**src/hw/cpw_pkg.sv**
```systemverilog
package cpw_pkg;

  localparam int CNT_W = 16;
  localparam int PRE_W = 11;
  localparam logic [CNT_W-1:0] CNT_RST  = 16'h0000;
  localparam logic [CNT_W-1:0] DUTY_RST = 16'h0000;
  localparam logic              FLOP_RST = 1'b0;

  // Source select codes
  localparam logic [2:0] SRC_DIV2048 = 3'h0;
  localparam logic [2:0] SRC_DIV128  = 3'h1;
  localparam logic [2:0] SRC_DIV32   = 3'h2;
  localparam logic [2:0] SRC_DIV8    = 3'h3;
  localparam logic [2:0] SRC_SLOW    = 3'h4;
  localparam logic [2:0] SRC_DIV2    = 3'h5;
  localparam logic [2:0] SRC_FAST    = 3'h6;
  localparam logic [2:0] SRC_EVENT   = 3'h7;

  // Prescaler tap positions (divide by 2^(tap+1))
  localparam int TAP_2048 = 10;
  localparam int TAP_128  = 6;
  localparam int TAP_32   = 4;
  localparam int TAP_8    = 2;
  localparam int TAP_2    = 0;
  localparam int SLOW_TAP_8 = 2;

  // Configuration carried as one group
  typedef struct packed {
    logic       run;
    logic [2:0] src;
    logic       src_option;
    logic       slow_mode;
    logic       flop_init;
  } cpw_cfg_t;

  typedef enum logic [1:0] {
    ST_IDLE = 2'b01,
    ST_RUN  = 2'b10
  } cpw_state_t;

endpackage : cpw_pkg

```
**src/hw/cpw_pwm16.sv**
```systemverilog
`timescale 1ns/1ps
// Cascaded 16-bit PWM generator
module cpw_pwm16 #(
  parameter int CNT_W = cpw_pkg::CNT_W   // 9 to 16 bits; high byte is cut
) (
  // Clock and reset
  input  wire logic             sys_clk,
  input  wire logic             sys_rst,
  input  wire logic             clk_en,
  // Configuration
  input  wire cpw_pkg::cpw_cfg_t cfg,
  input  wire logic             slow_tick,
  input  wire logic             event_in,
  // Duty write and read
  input  wire logic             duty_lo_wr,
  input  wire logic             duty_hi_wr,
  input  wire logic [7:0]       duty_wdata,
  output logic [CNT_W-1:0]      duty_rdata,
  // Outputs
  output logic                  period_irq,
  output logic                  pwm_n,
  output logic [CNT_W-1:0]      count
);

  ////////////////////////////////////////////////////////////////////
  logic                        tick;
  cpw_pkg::cpw_state_t         st_q, st_d;
  logic [CNT_W-1:0]            cnt_q, cnt_d;
  logic [CNT_W-1:0]            active_q, active_d;
  logic [CNT_W-1:0]            buf_q, buf_d;
  logic                        pend_q, pend_d;
  logic                        flop_q, flop_d;
  logic                        irq_q, irq_d;
  logic                        init_q, init_d;
  logic                        ovf, match;

  cpw_tick_sel u_tick (
    .sys_clk   (sys_clk),
    .sys_rst   (sys_rst),
    .clk_en    (clk_en),
    .cfg       (cfg),
    .slow_tick (slow_tick),
    .event_in  (event_in),
    .tick      (tick)
  );

  ////////////////////////////////////////////////////////////////////
  // Run state machine
  always_comb
  begin
    case (st_q)
      cpw_pkg::ST_IDLE: st_d = cfg.run ? cpw_pkg::ST_RUN
                                       : cpw_pkg::ST_IDLE;
      cpw_pkg::ST_RUN:  st_d = cfg.run ? cpw_pkg::ST_RUN
                                       : cpw_pkg::ST_IDLE;
      default:          st_d = cpw_pkg::ST_IDLE;
    endcase
  end

  ////////////////////////////////////////////////////////////////////
  // Counter, compare and output flop next values
  always_comb
  begin
    ovf      = tick && (&cnt_q);
    match    = tick && (cnt_q + CNT_W'(1) == active_q) && !ovf;
    cnt_d    = cnt_q;
    flop_d   = flop_q;
    irq_d    = 1'b0;
    active_d = active_q;
    buf_d    = buf_q;
    pend_d   = pend_q;
    init_d   = cfg.flop_init;
    // Two byte writes build one 16-bit duty word
    if (duty_lo_wr)
      buf_d[7:0] = duty_wdata;
    if (duty_hi_wr)
    begin
      buf_d[CNT_W-1:8] = duty_wdata[CNT_W-9:0];
      pend_d      = 1'b1;
    end
    if (st_q == cpw_pkg::ST_IDLE)
    begin
      // Stopped: counter cleared; only a new init level reloads the flop
      cnt_d  = CNT_W'(cpw_pkg::CNT_RST);
      if (!cfg.run && cfg.flop_init != init_q)
        flop_d = cfg.flop_init;
      if (pend_q)
      begin
        active_d = buf_q;
        pend_d   = duty_hi_wr;
      end
    end
    else if (tick)
    begin
      cnt_d = cnt_q + CNT_W'(1);
      if (match)
        flop_d = !flop_q;
      if (ovf)
      begin
        cnt_d  = CNT_W'(cpw_pkg::CNT_RST);
        flop_d = !flop_q;
        irq_d  = 1'b1;
        if (pend_q)
        begin
          active_d = buf_q;
          pend_d   = duty_hi_wr;
        end
      end
    end
  end

  always_ff @(posedge sys_clk)
  begin
    if (sys_rst)
    begin
      st_q     <= cpw_pkg::ST_IDLE;
      cnt_q    <= CNT_W'(cpw_pkg::CNT_RST);
      active_q <= CNT_W'(cpw_pkg::DUTY_RST);
      buf_q    <= CNT_W'(cpw_pkg::DUTY_RST);
      pend_q   <= 1'b0;
      flop_q   <= cpw_pkg::FLOP_RST;
      irq_q    <= 1'b0;
      init_q   <= 1'b0;
    end
    else if (clk_en)
    begin
      st_q     <= st_d;
      cnt_q    <= cnt_d;
      active_q <= active_d;
      buf_q    <= buf_d;
      pend_q   <= pend_d;
      flop_q   <= flop_d;
      irq_q    <= irq_d;
      init_q   <= init_d;
    end
  end

  ////////////////////////////////////////////////////////////////////
  // Outputs
  assign pwm_n      = !flop_q;
  assign duty_rdata = active_q;
  assign period_irq = irq_q;
  assign count      = cnt_q;

  // Wrap event seen from outside the sequences
  logic wrap_ev;
  assign wrap_ev = (st_q == cpw_pkg::ST_RUN) && tick && (&cnt_q);
endmodule : cpw_pwm16

```
**src/hw/cpw_tick_sel.sv**
```systemverilog
`timescale 1ns/1ps
// Prescaler and counter source selection
module cpw_tick_sel (
  // Clock and reset
  input  wire logic           sys_clk,
  input  wire logic           sys_rst,
  input  wire logic           clk_en,
  // Selection
  input  wire cpw_pkg::cpw_cfg_t cfg,
  input  wire logic           slow_tick,
  input  wire logic           event_in,
  // Result
  output logic                tick
);

  logic [cpw_pkg::PRE_W-1:0] pre_q, pre_d;
  logic [cpw_pkg::PRE_W-1:0] carry;
  logic [2:0]                spre_q, spre_d;
  logic                      ev_q, ev_d;
  logic                      ev_fall, slow8;

  // Per-bit rollover strobes of the fast prescaler
  genvar gi;
  generate
    for (gi = 0; gi < cpw_pkg::PRE_W; gi++)
    begin : g_carry
      assign carry[gi] = &pre_q[gi:0];
    end
  endgenerate

  // Next values of prescalers and event sampler
  always_comb
  begin
    pre_d   = cfg.run ? pre_q + 11'h001 : 11'h000;
    spre_d  = (cfg.run && slow_tick) ? spre_q + 3'h1 : spre_q;
    if (!cfg.run)
      spre_d = 3'h0;
    ev_d    = event_in;
    ev_fall = ev_q && !event_in;
    slow8   = slow_tick && (&spre_q[cpw_pkg::SLOW_TAP_8:0]);
  end

  always_ff @(posedge sys_clk)
  begin
    if (sys_rst)
    begin
      pre_q  <= 11'h000;
      spre_q <= 3'h0;
      ev_q   <= 1'b0;
    end
    else if (clk_en)
    begin
      pre_q  <= pre_d;
      spre_q <= spre_d;
      ev_q   <= ev_d;
    end
  end

  // Source multiplexer; slow modes gate fast sources off
  always_comb
  begin
    case (cfg.src)
      cpw_pkg::SRC_DIV2048: tick = cfg.src_option ? slow8
                                   : carry[cpw_pkg::TAP_2048];
      cpw_pkg::SRC_DIV128:  tick = carry[cpw_pkg::TAP_128];
      cpw_pkg::SRC_DIV32:   tick = carry[cpw_pkg::TAP_32];
      cpw_pkg::SRC_DIV8:    tick = carry[cpw_pkg::TAP_8];
      cpw_pkg::SRC_SLOW:    tick = slow_tick;
      cpw_pkg::SRC_DIV2:    tick = carry[cpw_pkg::TAP_2];
      cpw_pkg::SRC_FAST:    tick = 1'b1;
      default:              tick = ev_fall;
    endcase
    if (cfg.slow_mode && cfg.src != cpw_pkg::SRC_SLOW)
      tick = (cfg.src == cpw_pkg::SRC_DIV2048) ? slow8 : 1'b0;
    if (!cfg.run)
      tick = 1'b0;
  end

endmodule : cpw_tick_sel

```
**config.mk**
```make
export PLATFORM = sky130hd
export DESIGN_NAME = cpw_pwm16
export DESIGN_NICKNAME = d
export VERILOG_FILES = /design/src/hw/cpw_pkg.sv /design/src/hw/cpw_pwm16.sv /design/src/hw/cpw_tick_sel.sv
export SDC_FILE = /design/constraint.sdc
export NUM_CORES = 1
export LEC_CHECK = 0
export ABC_AREA = 1
export BUFFER_PORTS_ARGS = -buffer_cell sky130_fd_sc_hd__buf_2
export CORE_UTILIZATION = 45
export CTS_CLUSTER_DIAMETER = 120
export DETAILED_ROUTE_END_ITERATION = 7
export GPL_ROUTABILITY_DRIVEN = 0
export MAX_ROUTING_LAYER = met4
export PLACE_DENSITY = 0.65
export SYNTH_ARGS = -nofsm -noshare
export SYNTH_HDL_FRONTEND = slang
export SYNTH_SLANG_ARGS = --single-unit
```
**constraint.sdc**
```tcl
create_clock -name sys_clk -period 6.14 [get_ports sys_clk]
set_input_delay 0.307 -clock sys_clk [delete_from_list [all_inputs] [get_ports sys_clk]]
set_output_delay 0.307 -clock sys_clk [all_outputs]
set_load 0.01 [all_outputs]
```
==> flow_metrics.env, run 1 <==
export IMPL_ff2ff_path_depth=15
export IMPL_netlist_area_um2=3603
export IMPL_grt_pass1_wl_um=14290
export IMPL_drcViolationCount=0
export IMPL_vias_per_cell=5.001
export IMPL_rows=32
export IMPL_critPathMostFrequentCell="nand2_1"
export IMPL_p_int_w=0.0008081
export IMPL_drive_gt1_frac=0.1613
export IMPL_grt_antenna_before_repair=0
export IMPL_synthCells=532
export IMPL_pwr_share_clk=0.460
export IMPL_first_pass_iters=4
export IMPL_vias=3456
export IMPL_die_x_um=91.49
export IMPL_yosysWarnings=0
export IMPL_worstPathMaxFanout=18
export IMPL_regArea_um2=1381
export IMPL_cp_slowest_cell="dfxtp_1"
export IMPL_powerDensity_nw_per_um2=253.7
export IMPL_grt_util_all_layers=0.2184
export IMPL_r2r_slack_ns=3.83
export IMPL_worstSetupEndpoint="count[10]"
export IMPL_dieArea_um2=8370
export IMPL_cts_tree="built"
export IMPL_drt_total_wl_um=8442
export IMPL_area_delta_synth_final_pct=16.28
export IMPL_critical_path_class="reg2reg"
export IMPL_drt_iter0_drc=131
export IMPL_io_pins=56
export IMPL_p_sw_w=0.0002551
export IMPL_fin_crit_ns=2.307
export IMPL_rsz0062_at_grt="no"
export IMPL_outcome="finished, final reports clean"
export IMPL_ctsHtreeMaxLevel=3
export IMPL_grt_max_degree=39
export IMPL_hold_viol=0
export IMPL_cp_startpoint="u_tick.pre_q[0]"
export IMPL_synth_nets=561
export IMPL_end_kind="register"
export IMPL_synth_seq_area_share=0.3833
export IMPL_slowest_delay_ns=0.39
export IMPL_post_cts_buffers=0
export IMPL_clock_sinks=69
export IMPL_p_leak_nw=1.836
export IMPL_ys_ff_latch=69
export IMPL_power_w=0.001063
export IMPL_min_path_type="in2reg"
export IMPL_start_kind="register"
export IMPL_setup_tns_ns=0
export IMPL_gr_total_overflow=0
export IMPL_dieHeight_um=91.49
export IMPL_cts_buffers_inserted=9
export IMPL_hold_buffers=0
export IMPL_crit_chain="ha_1 -> nand3_2 -> inv_1 -> ha_1 -> nor3b_1 -> a21oi_1 -> nand3_1 -> nand2_1 -> nand2_1 -> nand2_1 -> nand2_2 -> nand2_4 -> nor2_8 -> nand3_1 -> a21oi_1"
export IMPL_cap_violations=0
export IMPL_dp_hpwl_um=6271
export IMPL_tightestPinTransition_ns=0.8825
export IMPL_vdd_drop_max_uv=154.2
export IMPL_final_core_util=0.5423
export IMPL_hold_start="cfg[0]"
export IMPL_wire_per_inst_um=12.22
export IMPL_io_buffers=55
export IMPL_clkTransAtPathRegs_ns=0.08
export IMPL_p_seq_frac=0.448
export IMPL_cp_arrival_ns=2.58
export IMPL_grt_pass1_vias=3069
export IMPL_switching_share=0.2399
export IMPL_timing_rr_end="count[10]"
export IMPL_finalSetupViolCount=0
export IMPL_slew_limit_headroom=0.4110
export IMPL_worst_clock_skew_ns=0.004141
export IMPL_cts_root_buf="clkbuf_8"
export IMPL_cts_buffer_depth=2
export IMPL_finalCritPeriodShare=0.3757
export IMPL_clock_fmax_mhz=433.5
export IMPL_antennaDiodeCount=0
export IMPL_final_max_slew_viol_count=0
export IMPL_ctsResizeCount=0
export IMPL_multi_input_area_um2=1946
export IMPL_core_um2=7727
export IMPL_combPwrFrac=0.092
export IMPL_fillCellCount=731
export IMPL_nets=613
export IMPL_required_ns=6.41
export IMPL_start_util=0.4663
export IMPL_syn_area_per_cell_um2=6.773
export IMPL_drtAntennaViolNets=0
export IMPL_ys_types=35
export IMPL_clkLatencyLatePin_ns=0.35
export IMPL_r2r_start="u_tick.pre_q[0]"
## power by group through the flow
stage,Clock [W],Combinational (W),Sequential [W]
6_report,0.000489,0.0000983,0.000476
5_1_grt,0.000518,0.000114,0.000478
4_1_cts,0.000495,0.0000985,0.000476
3_5_place_dp,0,0.0000983,0.000486
3_3_place_gp,0,0.0000979,0.000486
2_1_floorplan,0,0.0000690,0.000485
## layout by cell type, fill, tap and decap left out
master / synthesis / layout
a21boi_0: 1 / 1
a21oi_1: 43 / 43
a21oi_2: 1 / 1
buf_2: 2 / 55
bufinv_16: 0 / 4
clkbuf_8: 0 / 9
clkinv_1: 1 / 1
clkinv_2: 0 / 2
clkinvlp_4: 0 / 1
dfxtp_1: 69 / 69
ha_1: 7 / 7
inv_1: 49 / 49
inv_2: 3 / 3
nand2_1: 129 / 129
nand2_2: 3 / 3
nand2_4: 3 / 3
nand3_1: 34 / 34
nand3_2: 4 / 4
nand3b_1: 6 / 6
nand4_1: 5 / 5
nor2_1: 87 / 87
nor2_2: 3 / 3
nor2_4: 2 / 2
nor2_8: 1 / 1
nor3_1: 5 / 5
nor3_2: 1 / 1
nor3b_1: 1 / 1
nor4_4: 1 / 1
o21a_1: 2 / 2
o21ai_0: 46 / 46
o21ai_1: 3 / 3
o21ai_2: 1 / 1
o21bai_1: 1 / 1
or2_2: 1 / 1
or3_1: 1 / 1
xnor2_1: 2 / 2
xnor3_1: 2 / 2
## routing by layer
layer	vias to the layer above	share of wire	track usage
met5	-	0	-
met4	0	0.018	0.09259
met3	17	0.033	0.03099
met2	67	0.43	0.3283
met1	1543	0.52	0.2926
li1	1829	-	-
## synthesized netlist by cell type
master | count | area [um^2]
buf_6 | 3 | 33.78
nand3_2 | 4 | 40.04
o21bai_1 | 1 | 7.510
nor2_1 | 87 | 326.6
nand2_1 | 129 | 484.2
or3_1 | 1 | 6.260
nand2_4 | 3 | 33.78
nor2_2 | 3 | 18.77
nor3_1 | 5 | 25.02
clkbuf_1 | 9 | 33.78
nand3b_1 | 6 | 45.04
nor2_4 | 2 | 22.52
o21ai_2 | 1 | 8.760
nor4_4 | 1 | 21.27
o21a_1 | 2 | 15.01
o21ai_0 | 46 | 230.2
nor2_8 | 1 | 20.02
or2_2 | 1 | 6.260
a21oi_2 | 1 | 8.760
buf_2 | 2 | 10.01
inv_2 | 3 | 11.26
dfxtp_1 | 69 | 1381
nor3b_1 | 1 | 7.510
ha_1 | 7 | 87.58
nand2_2 | 3 | 18.77
xnor3_1 | 2 | 45.04
clkinv_1 | 1 | 3.750
nor3_2 | 1 | 10.01
a21boi_0 | 1 | 7.510
nand3_1 | 34 | 170.2
nand4_1 | 5 | 31.28
xnor2_1 | 2 | 17.52
o21ai_1 | 3 | 15.01
a21oi_1 | 43 | 215.2
inv_1 | 49 | 183.9
## registers in the layout, indices dropped and copies added (netlist names)
name	cells
buf_q	16
count	16
duty_rdata	16
u_tick.pre_q	11
u_tick.spre_q	3
st_q	2
flop_q	1
init_q	1
pend_q	1
period_irq	1
u_tick.ev_q	1
## worst min-delay path by stage
| stage | slack (ns) | cells past startpoint | end |
|---|---|---|---|
| floorplan | 0.43 | 2 | u_tick.ev_q |
| global placement | 0.44 | 2 | u_tick.ev_q |
| detailed placement | 0.45 | 2 | u_tick.ev_q |
| CTS | 0.21 | 3 | buf_q[10] |
| global route | 0.23 | 3 | init_q |
| finish | 0.22 | 3 | init_q |
## metrics by stage
stage / setup slack, ns / instances / hold WS [ns] / cell area, um^2
finish: 3.833 / 691 / 0.2215 / 4190
global route: 3.582 / 691 / 0.2253 / 4190
CTS: 3.857 / 691 / 0.2108 / 4190
detailed placement: 3.880 / 675 / 0.4479 / 3929
global placement: 3.942 / 675 / 0.4445 / 3929
floorplan: 4.201 / 532 / 0.4289 / 3603
## kinds of logic after synthesis
kind of cell / count (synthesis) / synth area share
DFF: 69 / 0.3833
adders and majority gates: 7 / 0.02430
and+or+nand+nor: 287 / 0.3573
xor gates and xnor gates: 4 / 0.01736
AOI/OAI and AO/OA: 98 / 0.1410
buffers and inverters: 67 / 0.07673
## critical path, delay by kind of cell, from the launching register on
kind | cells | cell delay [ns]
flops | 1 | 0.39
compound gates | 2 | 0.20
simple gates | 10 | 1.23
buf+inv | 1 | 0.07
fa+ha+maj | 2 | 0.33
## cell type report
class | instances | share of cell area
inverters | 53 | 0.04748
well taps | 102 | 0.03046
multi-input cells | 396 | 0.4643
flip-flops and latches | 69 | 0.3296
clock inverters | 7 | 0.03285
clock buffers | 9 | 0.02956
repair buffers | 55 | 0.06569
Note: power is estimated with default switching activity, not from simulation.
==> inputs of run 2 (changes only) <==
- clock period: 6.14 -> 2.3 ns (I/O delays scaled with it)
==> flow_metrics.env, run 2 (synthesized netlist as in run 1, its figures left out) <==
export IMPL_worstPathMaxFanout=6
export IMPL_switching_share=0.2586
export IMPL_slew_limit_headroom=0.4150
export IMPL_fin_cells=702
export IMPL_ctsHtreeMaxLevel=3
export IMPL_drt_total_wl_um=8933
export IMPL_drtAntennaViolNets=0
export IMPL_cp_arrival_ns=2.45
export IMPL_hold_viol=0
export IMPL_hold_buffers=0
export IMPL_powerDensity_nw_per_um2=610.1
export IMPL_grt_pass1_vias=3287
export IMPL_clkLatencyLatePin_ns=0.35
export IMPL_drt_iter0_drc=163
export IMPL_drcViolationCount=0
export IMPL_vias_per_cell=5.000
export IMPL_cap_violations=0
export IMPL_grt_util_all_layers=0.2291
export IMPL_nets=624
export IMPL_required_ns=2.58
export IMPL_die_x_um=91.49
export IMPL_dp_hpwl_um=6444
export IMPL_grt_max_degree=39
export IMPL_p_sw_w=0.0006755
export IMPL_cts_buffer_depth=2
export IMPL_cts_buffers_inserted=9
export IMPL_gr_total_overflow=0
export IMPL_wire_per_inst_um=12.73
export IMPL_clock_fmax_mhz=461.6
export IMPL_antennaDiodeCount=0
export IMPL_core_um2=7727
export IMPL_final_max_slew_viol_count=0
export IMPL_p_leak_nw=1.864
export IMPL_finalCritPeriodShare=0.9418
export IMPL_fin_crit_ns=2.166
export IMPL_tightestPinTransition_ns=0.8765
export IMPL_clock_sinks=69
export IMPL_finalSetupViolCount=0
export IMPL_vias=3510
export IMPL_p_int_w=0.001937
export IMPL_start_util=0.4663
export IMPL_start_kind="register"
export IMPL_p_seq_frac=0.486
export IMPL_grt_antenna_before_repair=0
export IMPL_dieArea_um2=8370
export IMPL_end_kind="register"
export IMPL_cts_tree="built"
export IMPL_worst_slack_ns=0.1338
export IMPL_dp_cells=680
export IMPL_clkTransAtPathRegs_ns=0.07
export IMPL_pre_cts_slack_ns=0.07063
export IMPL_rows=32
export IMPL_dieHeight_um=91.49
export IMPL_io_buffers=55
export IMPL_drive_gt1_frac=0.1867
export IMPL_outcome="finished, final reports clean"
export IMPL_first_pass_iters=4
export IMPL_pwr_share_clk=0.401
export IMPL_final_common_cell="nand2_1"
export IMPL_cts_root_buf="clkbuf_8"
export IMPL_vdd_drop_max_uv=435.5
export IMPL_combPwrFrac=0.113
export IMPL_critical_path_class="reg2reg"
export IMPL_area_delta_synth_final_pct=18.82
export IMPL_final_cell_mix="129 x nand2_1, 86 x nor2_1, 67 x dfxtp_1, 55 x buf_2, 48 x inv_1"
export IMPL_holdWs_ns=0.02878
export IMPL_grt_pass1_wl_um=14770
export IMPL_min_path_type="in2reg"
export IMPL_io_pins=56
export IMPL_worst_clock_skew_ns=0.007546
[run 2: area by class of cell]
| cell class | count | area (um^2) |
|---|---|---|
| Tap cell | 102 | 127.6 |
| Sequential cell | 69 | 1384 |
| Fill cell | 776 | 3446 |
| Multi-Input combinational cell | 398 | 2001 |
| Timing Repair Buffer | 64 | 355.3 |
| Inverter | 53 | 202.7 |
| Clock inverter | 3 | 42.54 |
| Clock buffer | 13 | 168.9 |
[run 2: power by group through the flow]
stage | clock, W | sequential (W) | combinational [W]
floorplan | 0 | 0.00129 | 0.000184
global placement | 0 | 0.00130 | 0.000270
detailed placement | 0 | 0.00130 | 0.000275
CTS | 0.00107 | 0.00127 | 0.000275
global route | 0.00113 | 0.00128 | 0.000331
finish | 0.00105 | 0.00127 | 0.000294
[run 2: routing by layer]
layer	GRT usage	vias to the layer above	wire [um]
met2	0.3640	85	4158
li1	-	1852	-
met1	0.2879	1566	4185
met3	0.05193	7	509
met4	0.07407	0	80
met5	-	-	0
[run 2: stage by stage]
step / util / setup TNS (ns) / instance area, um^2 / power (W)
final: 0.5541 / 0 / 4282 / 0.002612
after floorplan: - / 0 / 3603 / 0.001478
after CTS: 0.5406 / 0 / 4178 / 0.002611
after global placement: 0.5133 / 0 / 3966 / 0.001565
after detailed placement: 0.5133 / 0 / 3966 / 0.001571
after global routing: 0.5541 / -0.1112 / 4282 / 0.002739
[run 2: path summary, 6_finish.rpt]
check / cells after the start / end / from / slack [ns]
min reg2reg: 2 / u_tick.ev_q / u_tick.ev_q / 0.45
max reg2reg: 15 / count[11] / u_tick.pre_q[0] / 0.13
min: 3 / init_q / cfg[0] / 0.03
max: 15 / count[11] / u_tick.pre_q[0] / 0.13
[run 2: worst max-delay path: stages, from the launching register on]
cell	delay, ns
dfxtp_2	0.35
ha_4	0.17
nand3_2	0.10
inv_1	0.05
ha_1	0.17
nor3b_2	0.15
a21oi_2	0.10
nand3_1	0.08
nand2_1	0.08
nand2_1	0.07
nand3_1	0.12
nand2_4	0.14
nor2_8	0.18
buf_4	0.15
nand3_1	0.06
a21oi_1	0.13
[run 2: what timing repair did]
action / in CTS / in global routing
setup buffers: 0 / 4
endpoints found under the setup margin: 0 / 34
gates resized for setup: 0 / 10
==> inputs of run 3 (changes only) <==
- ABC_AREA: 1 -> 0
- PLACE_DENSITY: 0.65 -> 0.64
==> flow_metrics.env, run 3 <==
export IMPL_synth_compound_area_frac=0.1684
export IMPL_clock_sinks=69
export IMPL_worst_slack_ns=-0.1195
export IMPL_final_core_util=0.6357
export IMPL_final_cell_mix="75 x nand2_1, 71 x buf_4, 57 x dfxtp_1, 55 x buf_2, 34 x a21oi_1"
export IMPL_io_buffers=55
export IMPL_synth_adder_area_share=0.02362
export IMPL_vias_per_cell=5.692
export IMPL_multi_input_area_um2=2325
export IMPL_clkLatencyLatePin_ns=0.35
export IMPL_ys_types=49
export IMPL_cts_buffers_inserted=9
export IMPL_clock_fmax_mhz=413.3
export IMPL_crit_chain="ha_4 -> nand3_4 -> or3_1 -> a22o_1 -> a2111oi_4 -> a41oi_2 -> a211o_1 -> a32o_1"
export IMPL_cap_violations=0
export IMPL_io_pins=56
export IMPL_synth_mux_area_frac=0.05164
export IMPL_nets=603
export IMPL_end_kind="register"
export IMPL_dieHeight_um=92.77
export IMPL_synth_top_family_by_area="simple AND/OR/NAND/NOR gates"
export IMPL_synthTopCellsByArea="dfxtp_1 37%, nand2_1 7.7%, xnor2_1 5.4%, a21oi_1 5.0%, mux2i_1 4.9%"
export IMPL_final_area_um2=4989
export IMPL_first_pass_iters=5
export IMPL_crit_family="compound AO/OA/AOI/OAI gates"
export IMPL_dieArea_um2=8605
export IMPL_yosys_area_share_simple=0.2643
export IMPL_drive_gt1_frac=0.3333
export IMPL_grt_max_degree=44
export IMPL_cts_buffer_depth=2
export IMPL_synth_nets=490
export IMPL_start_util=0.4724
export IMPL_violations="negative setup slack"
export IMPL_final_max_slew_viol_count=0
export IMPL_required_ns=2.54
export IMPL_netlist_area_um2=3707
export IMPL_placed_area_um2=4531
export IMPL_fillCellCount=711
export IMPL_setup_tns_ns=-0.1546
export IMPL_rsz0062_at_grt="yes"
export IMPL_finalCritPeriodShare=1.052
export IMPL_grt_pass1_vias=3680
export IMPL_antennaDiodeCount=0
export IMPL_drt_total_wl_um=11010
export IMPL_hold_buffers=0
export IMPL_fin_crit_ns=2.419
export IMPL_ys_flop_type="dfxtp_1"
export IMPL_dp_hpwl_um=7650
export IMPL_rows=32
export IMPL_power_w=0.002466
export IMPL_powerDensity_nw_per_um2=494.4
export IMPL_pre_cts_slack_ns=-0.1189
export IMPL_area_delta_synth_final_pct=34.56
export IMPL_worst_clock_skew_ns=0.01174
export IMPL_drtAntennaViolNets=0
export IMPL_grt_util_all_layers=0.2712
export IMPL_finalSetupViolCount=2
export IMPL_gr_total_overflow=0
export IMPL_drcViolationCount=0
export IMPL_regArea_um2=1401
export IMPL_synthCells=461
export IMPL_cts_tree="built"
export IMPL_synthDominantCellAreaShare=0.3726
export IMPL_critical_path_class="reg2reg"
export IMPL_die_x_um=92.77
export IMPL_cp_arrival_ns=2.66
export IMPL_grt_antenna_before_repair=0
export IMPL_crit_buf_inv=0
export IMPL_worstPathMaxFanout=4
export IMPL_synth_seq_area_share=0.3726
export IMPL_ys_ff_latch=69
export IMPL_vias=3876
export IMPL_core_um2=7848
export IMPL_outcome="finished, violations left"
export IMPL_ys_top_cells_by_count="76 x nand2_1, 69 x dfxtp_1, 37 x a21oi_1"
export IMPL_synthArstFlopShare=0
export IMPL_yosys_area_top_type="dfxtp_1"
export IMPL_cts_root_buf="clkbuf_8"
export IMPL_slew_limit_headroom=0.5141
export IMPL_yosysWarnings=0
export IMPL_tightestPinTransition_ns=0.7280
export IMPL_final_common_cell="nand2_1"
export IMPL_clkTransAtPathRegs_ns=0.09
export IMPL_syn_area_per_cell_um2=8.042
export IMPL_yosysMostFrequentCell="nand2_1"
export IMPL_cp_slowest_cell="a2111oi_4"
export IMPL_hold_viol=0
export IMPL_vdd_drop_max_uv=343.3
export IMPL_start_kind="register"
export IMPL_synth_edff_count=0
export IMPL_p_leak_nw=1.948
export IMPL_drt_iter0_drc=200
export IMPL_ctsHtreeMaxLevel=3
export IMPL_wire_per_inst_um=16.17
export IMPL_synthXorXnorAreaFrac=0.07087
export IMPL_grt_pass1_wl_um=17870
export IMPL_min_path_type="in2reg"
export IMPL_slowest_delay_ns=0.40
==> run 3: cell types whose count changed after synthesis, sizes merged, moves of 12 or more <==
cell and delta:
inv -42, nor2 -66, clkbuf +12, mux2i +18, nand4 +14, o21ai -35
xnor2 +21, nand2 -59
==> run 3: where the power goes <==
part | switching, W | internal [W]
Sequential | 0.0000170 | 0.00122
Combinational | 0.000189 | 0.000132
Clock | 0.000509 | 0.000401
Total | 0.000716 | 0.00175
==> run 3: cells by family after synthesis <==
family | count (synthesis)
AND/OR/NAND/NOR | 197
adder cells (fa/ha/maj) | 7
AO/OA/AOI/OAI | 95
multiplexers | 19
buffers and inverters | 44
flip-flops | 69
XOR/XNOR | 30
==> run 3: cell type report <==
class                   count  share of cell area
well taps                 102             0.02558
clock inverters             6            0.009531
clock buffers              10             0.02558
multi-input cells         348              0.4660
flip-flops and latches     69              0.2809
repair buffers            135              0.1841
inverters                  11            0.008277
==> run 3: per-stage QoR <==
stage	cells	hold slack, ns
global route	681	0.03226
finish	681	0.02782
CTS	675	0.006857
floorplan	461	0.2622
global placement	652	0.3725
detailed placement	652	0.3867
==> run 3: per-layer routing <==
metal,share of wire,wire (um),global-route usage,vias up
met2,0.48,5283,0.4246,128
li1,-,-,-,1896
met3,0.056,619,0.05501,21
met5,0,0,-,-
met1,0.44,4853,0.3421,1831
met4,0.023,255,0.1077,0
==> run 3: worst register-to-register path, delay by kind of cell (launching register included) <==
kind,cells,cell delay [ns]
adder cells (fa/ha/maj),1,0.16
AO/OA/AOI/OAI,5,1.35
flip-flops,1,0.37
AND/OR/NAND/NOR,2,0.44
==> run 3: timing repair <==
item / in CTS / in global routing
endpoints found under the setup margin: 24 / 33
resized for setup: 13 / 32
buffers inserted: 7 / 7
pin swaps: 13 / 19
hold endpoints to repair: 0 / 0
==> run 3: worst paths after layout <==
kind / from / to / slack (ns) / cells past startpoint
max: count[0] / flop_q / -0.12 / 8
min: event_in / u_tick.ev_q / 0.03 / 3
max reg2reg: count[0] / flop_q / -0.12 / 8
min reg2reg: buf_q[10] / buf_q[10] / 0.46 / 2
